File: src/include/clk_startup_pkg.sv
// Constants shared by the clock source and start-up delay controller
package clk_startup_pkg;

  // ----------------------------------------------------------------
  // Clock and timing
  // ----------------------------------------------------------------
  localparam int unsigned CLK_PERIOD_NS = 40;
  localparam int unsigned TIMEOUT_SHORT_NS = 4_000_000;
  localparam int unsigned TIMEOUT_LONG_NS = 64_000_000;
  // Least times: round up to whole cycles
  localparam int unsigned TIMEOUT_SHORT_CYC = (TIMEOUT_SHORT_NS + CLK_PERIOD_NS - 1) / CLK_PERIOD_NS;
  localparam int unsigned TIMEOUT_LONG_CYC = (TIMEOUT_LONG_NS + CLK_PERIOD_NS - 1) / CLK_PERIOD_NS;
  localparam logic [31:0] CK_RESET_FIXED = 32'h0000_000E;
  localparam logic [31:0] CK_WAKE_RC = 32'h0000_0006;
  localparam logic [31:0] CK_PLL_1K = 32'h0000_0400;
  localparam logic [31:0] CK_PLL_16K = 32'h0000_4000;
  localparam logic [31:0] ZERO_CNT = 32'h0000_0000;
  localparam logic [31:0] ONE_CNT = 32'h0000_0001;

  // ----------------------------------------------------------------
  // Register map (byte addresses)
  // ----------------------------------------------------------------
  localparam logic [7:0] ADDR_CFG = 8'h00;
  localparam logic [7:0] ADDR_CAL = 8'h04;
  localparam logic [7:0] ADDR_PRR = 8'h08;
  localparam logic [7:0] ADDR_CTRL = 8'h0C;
  localparam logic [7:0] ADDR_STATUS = 8'h10;
  localparam logic [7:0] ADDR_DLYCNT = 8'h14;

  // ----------------------------------------------------------------
  // Field layout of the configuration register
  // ----------------------------------------------------------------
  localparam int unsigned CFG_SRC_LSB = 0;
  localparam int unsigned CFG_START_LSB = 4;
  localparam int unsigned CFG_DIV8_BIT = 6;
  localparam int unsigned CFG_RSTDIS_BIT = 7;
  localparam int unsigned CFG_WIDTH = 8;
  localparam logic [3:0] SRC_PLL = 4'h1;
  localparam logic [3:0] SRC_RC = 4'h2;
  localparam logic [1:0] START_00 = 2'h0;
  localparam logic [1:0] START_01 = 2'h1;
  localparam logic [1:0] START_10 = 2'h2;
  localparam logic [1:0] START_11 = 2'h3;
  // Delivered state: RC source, start-up code 10, divide-by-8 on, reset pin kept
  localparam logic [7:0] CFG_RESET = 8'h62;

  // ----------------------------------------------------------------
  // Other fields and reset values
  // ----------------------------------------------------------------
  localparam int unsigned PRR_ADC_BIT = 0;
  localparam int unsigned PRR_SERIAL_BIT = 1;
  localparam int unsigned PRR_TIMER0_BIT = 2;
  localparam logic [2:0] PRR_RESET = 3'h0;
  localparam int unsigned CTRL_SLEEP_BIT = 0;
  localparam logic [7:0] CAL_RESET = 8'h80;
  localparam logic [2:0] PRESCALE_LAST = 3'h7;
  localparam logic [2:0] PRESCALE_ZERO = 3'h0;

  typedef enum logic [2:0] {
    ST_POR,
    ST_RST_DLY,
    ST_RUN,
    ST_SLEEP,
    ST_WAKE_DLY
  } startup_state_t;

endpackage

File: src/clock_source_startup_ctrl.sv
// Clock source selection, start-up delay, prescale and module clock gating
//
// The APB slave port and the register addresses were decided locally.
`timescale 1ns/100ps
`default_nettype none

module clock_source_startup_ctrl #(
  parameter int unsigned TIMEOUT_SHORT_CYC = clk_startup_pkg::TIMEOUT_SHORT_CYC, // 4 ms in cycles
  parameter int unsigned TIMEOUT_LONG_CYC = clk_startup_pkg::TIMEOUT_LONG_CYC // 64 ms in cycles
) (
  input wire logic pclk, // Bus and system clock
  input wire logic presetn, // Power-on reset, active low
  input wire logic psel, // APB select
  input wire logic penable, // APB enable
  input wire logic pwrite, // APB direction
  input wire logic [7:0] paddr, // APB byte address
  input wire logic [31:0] pwdata, // APB write data
  output logic [31:0] prdata, // APB read data
  output logic pready, // APB ready
  output logic pslverr, // APB error on unmapped address
  input wire logic [7:0] factory_cal, // Stored calibration value
  input wire logic wake_pin, // Asynchronous wake request
  output logic sys_reset_n, // Internal reset, active low
  output logic sys_clk_tick, // System clock enable after prescale
  output logic pll_clock_sel, // PLL chosen as source
  output logic timer0_clk_en, // Timer 0 clock enable
  output logic serial_clk_en, // Serial unit clock enable
  output logic adc_clk_en, // ADC and comparator clock enable
  output logic [7:0] osc_cal_value // Current calibration value
);

  // ----------------------------------------------------------------
  // Delay selection
  // ----------------------------------------------------------------
  localparam logic [31:0] T_SHORT = 32'(TIMEOUT_SHORT_CYC);
  localparam logic [31:0] T_LONG = 32'(TIMEOUT_LONG_CYC);

  // Total of fixed cycles and timeout, counted as one span
  function automatic logic [31:0] reset_delay(input logic [3:0] src, input logic [1:0] start_sel,
                                              input logic rstdis);
    logic [31:0] d;
    d = clk_startup_pkg::CK_RESET_FIXED;
    if (src == clk_startup_pkg::SRC_PLL) begin
      d = T_SHORT;
    end else begin
      case (start_sel)
        clk_startup_pkg::START_00: begin
          d = rstdis ? clk_startup_pkg::CK_RESET_FIXED + T_SHORT : clk_startup_pkg::CK_RESET_FIXED;
        end
        clk_startup_pkg::START_01: d = clk_startup_pkg::CK_RESET_FIXED + T_SHORT;
        // Reserved code takes the safe long delay
        default: d = clk_startup_pkg::CK_RESET_FIXED + T_LONG;
      endcase
    end
    return d;
  endfunction

  function automatic logic [31:0] wake_delay(input logic [3:0] src, input logic [1:0] start_sel);
    logic [31:0] d;
    d = clk_startup_pkg::CK_WAKE_RC;
    if (src == clk_startup_pkg::SRC_PLL) begin
      case (start_sel)
        clk_startup_pkg::START_00: d = clk_startup_pkg::CK_RESET_FIXED + clk_startup_pkg::CK_PLL_1K + T_SHORT;
        clk_startup_pkg::START_01: d = clk_startup_pkg::CK_RESET_FIXED + clk_startup_pkg::CK_PLL_16K + T_SHORT;
        clk_startup_pkg::START_10: d = clk_startup_pkg::CK_RESET_FIXED + clk_startup_pkg::CK_PLL_1K + T_LONG;
        default: d = clk_startup_pkg::CK_RESET_FIXED + clk_startup_pkg::CK_PLL_16K + T_LONG;
      endcase
    end else begin
      d = clk_startup_pkg::CK_WAKE_RC;
    end
    return d;
  endfunction

  // ----------------------------------------------------------------
  // State
  // ----------------------------------------------------------------
  logic [7:0] cfg_reg, cfg_next;
  logic [7:0] cal_reg, cal_next;
  logic [2:0] prr_reg, prr_next;
  logic [31:0] cnt_reg, cnt_next;
  logic [2:0] pre_reg, pre_next;
  clk_startup_pkg::startup_state_t state_reg, state_next;
  logic [2:0] wake_sync_reg;
  logic [31:0] rdata_reg, rdata_next;
  logic err_reg, err_next;
  logic rst_n_reg, rst_n_next;
  logic tick_reg, tick_next;
  logic pll_reg, pll_next;
  logic [2:0] en_reg, en_next;

  logic [3:0] cfg_src;
  logic [1:0] cfg_start;
  logic cfg_div8, cfg_rstdis;
  logic setup_phase, access_phase, wr_en, sleep_req, wake_seen, running, addr_ok;

  assign cfg_src = cfg_reg[clk_startup_pkg::CFG_SRC_LSB +: 4];
  assign cfg_start = cfg_reg[clk_startup_pkg::CFG_START_LSB +: 2];
  assign cfg_div8 = cfg_reg[clk_startup_pkg::CFG_DIV8_BIT];
  assign cfg_rstdis = cfg_reg[clk_startup_pkg::CFG_RSTDIS_BIT];
  assign setup_phase = psel & ~penable;
  assign access_phase = psel & penable;
  assign wr_en = access_phase & pwrite & ~err_reg;
  assign sleep_req = wr_en & (paddr == clk_startup_pkg::ADDR_CTRL) & pwdata[clk_startup_pkg::CTRL_SLEEP_BIT];
  // Second and third stages must agree before a wake counts
  assign wake_seen = wake_sync_reg[1] & wake_sync_reg[2];
  assign running = (state_reg == clk_startup_pkg::ST_RUN);

  // ----------------------------------------------------------------
  // Wake pin synchroniser
  // ----------------------------------------------------------------
  always_ff @(posedge pclk or negedge presetn) begin
    if (!presetn) begin
      wake_sync_reg <= 3'h0;
    end else begin
      wake_sync_reg <= {wake_sync_reg[1:0], wake_pin};
    end
  end

  // ----------------------------------------------------------------
  // Start-up sequencer
  // ----------------------------------------------------------------
  always_comb begin
    state_next = state_reg;
    cnt_next = cnt_reg;
    cal_next = cal_reg;
    // Hold until the whole span has run out
    case (state_reg)
      clk_startup_pkg::ST_POR: begin
        cnt_next = reset_delay(cfg_src, cfg_start, cfg_rstdis);
        state_next = clk_startup_pkg::ST_RST_DLY;
        cal_next = factory_cal;
      end
      clk_startup_pkg::ST_RST_DLY: begin
        cal_next = factory_cal;
        if (cnt_reg <= clk_startup_pkg::ONE_CNT) begin
          cnt_next = clk_startup_pkg::ZERO_CNT;
          state_next = clk_startup_pkg::ST_RUN;
        end else begin
          cnt_next = cnt_reg - clk_startup_pkg::ONE_CNT;
        end
      end
      clk_startup_pkg::ST_RUN: begin
        if (wr_en && (paddr == clk_startup_pkg::ADDR_CAL)) begin
          cal_next = pwdata[7:0];
        end
        if (sleep_req) begin
          state_next = clk_startup_pkg::ST_SLEEP;
        end
      end
      clk_startup_pkg::ST_SLEEP: begin
        if (wake_seen) begin
          cnt_next = wake_delay(cfg_src, cfg_start);
          state_next = clk_startup_pkg::ST_WAKE_DLY;
        end
      end
      clk_startup_pkg::ST_WAKE_DLY: begin
        if (cnt_reg <= clk_startup_pkg::ONE_CNT) begin
          cnt_next = clk_startup_pkg::ZERO_CNT;
          state_next = clk_startup_pkg::ST_RUN;
        end else begin
          cnt_next = cnt_reg - clk_startup_pkg::ONE_CNT;
        end
      end
      default: begin
        state_next = clk_startup_pkg::ST_POR;
      end
    endcase
  end

  always_ff @(posedge pclk or negedge presetn) begin
    if (!presetn) begin
      state_reg <= clk_startup_pkg::ST_POR;
      cnt_reg <= clk_startup_pkg::ZERO_CNT;
      cal_reg <= clk_startup_pkg::CAL_RESET;
    end else begin
      state_reg <= state_next;
      cnt_reg <= cnt_next;
      cal_reg <= cal_next;
    end
  end

  // ----------------------------------------------------------------
  // Configuration and power reduction registers
  // ----------------------------------------------------------------
  // Start-up code takes effect at the next wake delay; the reset delay always sees the reset values; source and divide-by-8 act at once
  always_comb begin
    cfg_next = cfg_reg;
    prr_next = prr_reg;
    if (wr_en && (paddr == clk_startup_pkg::ADDR_CFG)) begin
      cfg_next = pwdata[clk_startup_pkg::CFG_WIDTH-1:0];
    end
    if (wr_en && (paddr == clk_startup_pkg::ADDR_PRR)) begin
      prr_next = pwdata[2:0];
    end
  end

  always_ff @(posedge pclk or negedge presetn) begin
    if (!presetn) begin
      cfg_reg <= clk_startup_pkg::CFG_RESET;
      prr_reg <= clk_startup_pkg::PRR_RESET;
    end else begin
      cfg_reg <= cfg_next;
      prr_reg <= prr_next;
    end
  end

  // ----------------------------------------------------------------
  // Prescaler and clock enables
  // ----------------------------------------------------------------
  always_comb begin
    pre_next = pre_reg + 3'h1;
    tick_next = 1'b1;
    // RC source is the default, no external parts
    pll_next = (cfg_src == clk_startup_pkg::SRC_PLL);
    // Divide the RC clock by eight
    if (cfg_div8 && !pll_next) begin
      tick_next = (pre_reg == clk_startup_pkg::PRESCALE_LAST);
    end else begin
      pre_next = clk_startup_pkg::PRESCALE_ZERO;
    end
    // No clock enable runs outside the run state
    tick_next = tick_next & (state_next == clk_startup_pkg::ST_RUN);
    rst_n_next = (state_next == clk_startup_pkg::ST_RUN) || (state_next == clk_startup_pkg::ST_SLEEP)
              || (state_next == clk_startup_pkg::ST_WAKE_DLY);
    // Timer 0 gated; its state is kept
    en_next[clk_startup_pkg::PRR_TIMER0_BIT] = tick_next & ~prr_next[clk_startup_pkg::PRR_TIMER0_BIT];
    en_next[clk_startup_pkg::PRR_SERIAL_BIT] = tick_next & ~prr_next[clk_startup_pkg::PRR_SERIAL_BIT];
    en_next[clk_startup_pkg::PRR_ADC_BIT] = tick_next & ~prr_next[clk_startup_pkg::PRR_ADC_BIT];
  end

  always_ff @(posedge pclk or negedge presetn) begin
    if (!presetn) begin
      pre_reg <= clk_startup_pkg::PRESCALE_ZERO;
      tick_reg <= 1'b0;
      pll_reg <= 1'b0;
      rst_n_reg <= 1'b0;
      en_reg <= 3'h0;
    end else begin
      pre_reg <= pre_next;
      tick_reg <= tick_next;
      pll_reg <= pll_next;
      rst_n_reg <= rst_n_next;
      en_reg <= en_next;
    end
  end

  // ----------------------------------------------------------------
  // APB read path
  // ----------------------------------------------------------------
  // Read data is captured in the setup cycle, so every access has one wait-free access cycle
  always_comb begin
    rdata_next = rdata_reg;
    err_next = err_reg;
    addr_ok = 1'b1;
    if (setup_phase) begin
      case (paddr)
        clk_startup_pkg::ADDR_CFG: rdata_next = {24'h00_0000, cfg_reg};
        clk_startup_pkg::ADDR_CAL: rdata_next = {24'h00_0000, cal_reg};
        clk_startup_pkg::ADDR_PRR: rdata_next = {29'h0000_0000, prr_reg};
        clk_startup_pkg::ADDR_CTRL: rdata_next = 32'h0000_0000;
        clk_startup_pkg::ADDR_STATUS: rdata_next = {27'h000_0000, tick_reg, running, state_reg};
        clk_startup_pkg::ADDR_DLYCNT: rdata_next = cnt_reg;
        default: begin
          rdata_next = 32'h0000_0000;
          addr_ok = 1'b0;
        end
      endcase
      err_next = ~addr_ok;
    end
  end

  always_ff @(posedge pclk or negedge presetn) begin
    if (!presetn) begin
      rdata_reg <= 32'h0000_0000;
      err_reg <= 1'b0;
    end else begin
      rdata_reg <= rdata_next;
      err_reg <= err_next;
    end
  end

  assign pready = access_phase;
  assign pslverr = access_phase & err_reg;
  assign prdata = rdata_reg;
  assign sys_reset_n = rst_n_reg;
  assign sys_clk_tick = tick_reg;
  assign pll_clock_sel = pll_reg;
  assign timer0_clk_en = en_reg[clk_startup_pkg::PRR_TIMER0_BIT];
  assign serial_clk_en = en_reg[clk_startup_pkg::PRR_SERIAL_BIT];
  assign adc_clk_en = en_reg[clk_startup_pkg::PRR_ADC_BIT];
  assign osc_cal_value = cal_reg;

endmodule // clock_source_startup_ctrl

`default_nettype wire

File: config.mk
export PLATFORM = sky130hd
export DESIGN_NAME = clock_source_startup_ctrl
export DESIGN_NICKNAME = d
export VERILOG_FILES = /design/src/include/clk_startup_pkg.sv /design/src/clock_source_startup_ctrl.sv
export SDC_FILE = /design/constraint.sdc
export NUM_CORES = 1
export LEC_CHECK = 0
export ABC_CLOCK_PERIOD_IN_PS = 3250
export BUFFER_PORTS_ARGS = -buffer_cell sky130_fd_sc_hd__buf_2
export CAP_MARGIN = 25
export CORE_MARGIN = 2
export CORE_UTILIZATION = 40
export DETAILED_ROUTE_END_ITERATION = 12
export SKIP_LAST_GASP = 1
export SLEW_MARGIN = 20
export SYNTH_ARGS = -nofsm -noshare
export SYNTH_HDL_FRONTEND = slang
export SYNTH_SLANG_ARGS = --single-unit
File: constraint.sdc
create_clock -name pclk -period 3.25 [get_ports pclk]
set_input_delay 0.65 -clock pclk [delete_from_list [all_inputs] [get_ports pclk]]
set_output_delay 0.65 -clock pclk [all_outputs]
set_load 0.01 [all_outputs]
; ---- Word-level counts from Yosys, hierarchy flattened
; Cells that the tools add are included.
[totals]
register_bits = 99
output_inout_bits = 48
wordCells = 89
[op_classes]
add_sub_neg = 2
order_cmp = 1
n_eq_ne = 18
n_mux = 20
bitwise_logic = 18
n_reduce_logical = 17
[ops]
columns = op, count
row1 = $pmux W32 S5, 1
row2 = $mux W32, 3
row3 = $pmux W32 S3, 1
row4 = $pmux W21 S3, 1
row5 = $pmux W21 S2, 1
row6 = $le A32 B1 Y1 const B, 1
row7 = $sub A32 B1 Y32 const B, 1
row8 = $mux W21, 1
row9 = $mux W17, 1
row10 = $eq A8 B4 Y1 const B, 2
row11 = $eq A8 B5 Y1 const B, 2
row12 = $pmux W8 S2, 1
row13 = $mux W3, 5
row14 = $and A1 B1 Y1, 12
row15 = $eq A3 B2 Y1 const B, 4
row16 = $pmux W3 S4, 1
row17 = $eq A3 B3 Y1 const B, 3
row18 = $eq A8 B3 Y1 const B, 1
row19 = $logic_not A8 Y1, 1
row20 = $mux W8, 1
row21 = $not A1 Y1, 6
row22 = $reduce_or A6 Y1, 1
row23 = $eq A4 B1 Y1 const B, 1
row24 = $logic_and A1 B1 Y1, 4
row25 = 15 further kinds, 20

; ---- Depth between registers and ports, before layout
[logic_depth]
ltp_word = 10
mapped_depth = 8

; ---- Least setup slack after synthesis
; OpenSTA, ideal clock, no wires.
[synth_path]
path_type = in2reg
start = input port paddr[5]
end = register cal_reg[0] (netlist: osc_cal_value[0])
setup_time_ns = 0.125
t_arrival_ns = 2.194
required_ns = 3.125
path_slack_ns = 0.931
stages = 5
path_buffers = 0
cell_sequence = or4_4 > nor4_4 > nand2_1 > a21oi_4 > mux2_2
[synth_via]
elab_chain_cells = 4
[synth_rtl]
columns = item, line
row1 = from (decl), clock_source_startup_ctrl.sv:16  ; input wire logic [7:0] paddr,
row2 = $eq A8 B3 Y1, clock_source_startup_ctrl.sv:143  ; if (wr_en && (paddr == clk_startup_pkg::ADDR_CAL)) begin
row3 = $logic_and A1 B1 Y1, clock_source_startup_ctrl.sv:143
row4 = $ne A2 B1 Y1 (no source line), n/a
row5 = $reduce_and A2 Y1 (no source line), n/a
row6 = to (signal assigned), clock_source_startup_ctrl.sv:174  ; cal_reg <= clk_startup_pkg::CAL_RESET;
row7 = to (signal assigned), clock_source_startup_ctrl.sv:178  ; cal_reg <= cal_next;
row8 = to (decl), clock_source_startup_ctrl.sv:78  ; logic [7:0] cal_reg, cal_next;
; No other way between the ends.
; A chain may end at the register's enable or synchronous reset.

; ---- Final worst setup path
[layout_path]
start = register cnt_reg[11]
end = register cnt_reg[21]
[layout_via]
elab_chain_cells = 3
[layout_rtl]
columns = item, line
row1 = from (decl), clock_source_startup_ctrl.sv:80  ; logic [31:0] cnt_reg, cnt_next;
row2 = from (signal assigned), clock_source_startup_ctrl.sv:173  ; cnt_reg <= clk_startup_pkg::ZERO_CNT;
row3 = from (signal assigned), clock_source_startup_ctrl.sv:177  ; cnt_reg <= cnt_next;
row4 = $sub A32 B1 Y32 / $le A32 B1 Y1 (equally long branches), n/a
row5 = $mux W32 *, "clock_source_startup_ctrl.sv:135, clock_source_startup_ctrl.sv:157"
row6 = $pmux W32 S3 *, clock_source_startup_ctrl.sv:127  ; case (state_reg)
; Every way passes the cells marked *; elsewhere a longest branch is shown, timed or not.

==> metrics.csv <==
stage,metric,value,unit
floorplan,dieArea,13900,sq um
clocking,cts_sinks,99,
yosys,synth-compound-area-share,12.71,%
pwr,p_leak,2.949,nW
setup_path,path_cells,nor4_1 > nand4_1 > o31ai_2 > buf_4 > o21ai_0 > a21o_1,
clocking,cts_hold_buf,0,
pwr,total_power,0.004599,W
yosys,synth.avg_cell_area,9.662,sq um
sta,tns,0,ns
floorplan,rows,41,
routing,drt_wl_total,12620,um
yosys,synthXorXnorAreaFrac,2.194,%
sta,rsz0062_at_grt,no,
floorplan,die_x,117.9,um
clocking,cts_buffers,9,
place,io_buffers,77,
routing,via_per_inst,5.419,
setup_path,worst_setup_path_start_kind,flip-flop,
clocking,htree_levels,3,
yosys,ys_seq_area_share,47.84,%
setup_path,critPathCaptureType,flip-flop,
yosys,synth-simple-area-share,24.81,%
clocking,clk_pin_slew,0.07,ns
hold_path,worstHoldPathType,input port to async pin,
clocking,root_buffer,clkbuf_16,
sta,max_clock_freq,378.0,MHz
yosys,synth.distinct_cells,64,
layout,fin_nets,668,
clocking,insertion_delay,0.35,ns
grt,grt_start_max_net_pins,55,
routing,drt-wirelength-per-cell,16.14,um
yosys,muxShareOfSynthArea,6.848,%
setup_path,critPathKind,flip-flop to flip-flop,
floorplan,ioPinCount,102,
yosys,yosysWarnings,0,
sta,final_max_slew_viol_count,0,
yosys,ys_seq_elements,99,
yosys,synth-main-ff-cell,dfrtp_1,
sta,hold_viol,0,
yosys,synth_cells,537,
grt,grt_pass1_vias,4165,
routing,antenna_left,0,
sta,finalCriticalPeriod,2.645,ns
job,drv_cap,0,
grt,grt_first_pass_wirelength,21220,um
sta,period_share,81.39,%
routing,num_vias,4238,
sta,maxSlewHeadroom,45.88,%
setup_path,crit_path_max_incr_delay,0.69,ns
setup_path,crit_arrival,2.89,ns
floorplan,die_y,117.9,um
setup_path,slowest_stage,o31ai_2,
routing,drc,0,
floorplan,core-area,12620,sq um
place,dp_hpwl,9155,um
grt,antenna_found_initial,0,
yosys,synth_top_family_by_area,simple AND/OR/NAND/NOR gates,
grt,grt_use_total,19.10,%
run_status,status,"complete, no violations",
sta,fin_skew,0.006397,ns
pwr,ir_drop,0.3273,mV
routing,drt_iter0_drc,253,
yosys,syn_nets,600,
grt,grt_remaining_overflow,0,
layout,final_cell_mix,"95 x dfrtp_1, 76 x buf_2, 74 x nand2_1, 47 x nor2_1, 34 x nand3_1",
setup_path,cp.required,3.50,ns
layout,area_growth,17.00,%
yosys,syn_area,5189,sq um
layout,diodes,0,
clocking,cts_tree,built,
sta,finalSetupViolCount,0,
place,gp_congestion,0.8391,
yosys,async_flop_share,100.0,%
clocking,cts_resized,0,
layout,layout_commonest_cell,dfrtp_1,
sta,worst_slew_pin_slew,0.8044,ns
clocking,cts.path.max_buffers,2,
setup_path,worst-path-max-fanout,11,
clocking,post-cts-setup-buffers,0,
floorplan,initial_core_util,41.12,%
routing,drtPass1Iterations,4,
yosys,synth_edf_count,0,
yosys,synthAdderAreaFrac,2.170,%
layout,drive_gt1_share,25.57,%
pwr,powerDensity,757.6,nW/um^2
-- final timing paths --
| path | startpoint | end | slack, ns | cells after the start |
|---|---|---|---|---|
| min | presetn | prdata[19] | 0.31 | 1 |
| max | cnt_reg[11] | cnt_reg[21] | 0.60 | 6 |
| max in group asynchronous | presetn | cfg_reg[5] | 2.20 | 2 |
| max reg2reg | cnt_reg[11] | cnt_reg[21] | 0.60 | 6 |
| min reg2reg | wake_sync_reg[0] | wake_sync_reg[1] | 0.35 | 0 |
| min in group pclk | wake_sync_reg[0] | wake_sync_reg[1] | 0.35 | 0 |
-- cell type report --
| cell class | count | area (sq um) |
|---|---|---|
| Timing Repair Buffer | 85 | 460.4 |
| Clock inverter | 5 | 83.83 |
| Tap cell | 172 | 215.2 |
| Inverter | 12 | 45.04 |
| Clock buffer | 11 | 252.7 |
| Fill cell | 1271 | 6549 |
| Sequential cell | 99 | 2482 |
| Multi-Input combinational cell | 398 | 2531 |
-- kinds of logic (layout without fill, tap and decap cells) --
kind of cell,count (synthesis),count (layout)
multiplexers,32,32
buffers and inverters,40,113
XOR/XNOR,13,13
flip-flops,99,99
AO/OA/AOI/OAI,96,96
adder cells (fa/ha/maj),9,9
AND/OR/NAND/NOR,248,248
-- metrics by stage --
| stage | std cells | hold WS, ns | area [sq um] | worst slack [ns] | util [%] |
|---|---|---|---|---|---|
| 3_5_place_dp | 766 | 0.3411 | 5734 | 0.5176 | 45.44 |
| 5_1_grt | 782 | 0.3577 | 6071 | 0.3589 | 48.11 |
| 2_1_floorplan | 537 | 0.3312 | 5189 | 0.9315 | - |
| 3_3_place_gp | 766 | 0.3396 | 5734 | 0.5798 | 45.44 |
| 4_1_cts | 782 | 0.3275 | 6071 | 0.6496 | 48.11 |
| 6_report | 782 | 0.3072 | 6071 | 0.6048 | 48.11 |
-- synth_stat cells (9+ instances only) --
master	count	area, sq um
dfrtp_1	95	2377
nand2_1	74	277.8
nor2_1	47	176.4
nand3_1	34	170.2
mux2_2	28	315.3
a21oi_1	23	115.1
o21ai_0	20	100.1
clkbuf_1	17	63.81
nor3_1	17	85.08
inv_1	12	45.04
nand4_1	11	68.82
nor4_1	11	68.82
ha_1	9	112.6
-- power by group --
group	internal (W)	switching (W)	total [W]
clock	0.000719	0.000480	0.00120
combinational	0.000692	0.000956	0.00165
sequential	0.00144	0.000313	0.00175
total	0.00285	0.00175	0.00460
-- worst max-delay path, delay by kind of cell, from the launching register on --
kind | cells | cell delay, ns
simple gates | 2 | 0.78
flops | 1 | 0.46
compound gates | 3 | 0.99
buf+inv | 1 | 0.30
-- metal layers --
layer	routed length [um]	GRT usage (%)
met5	0	0
met4	364	9.111
met3	441	2.907
met2	5960	31.10
met1	5854	24.92
(Power assumes the default switching activity.)
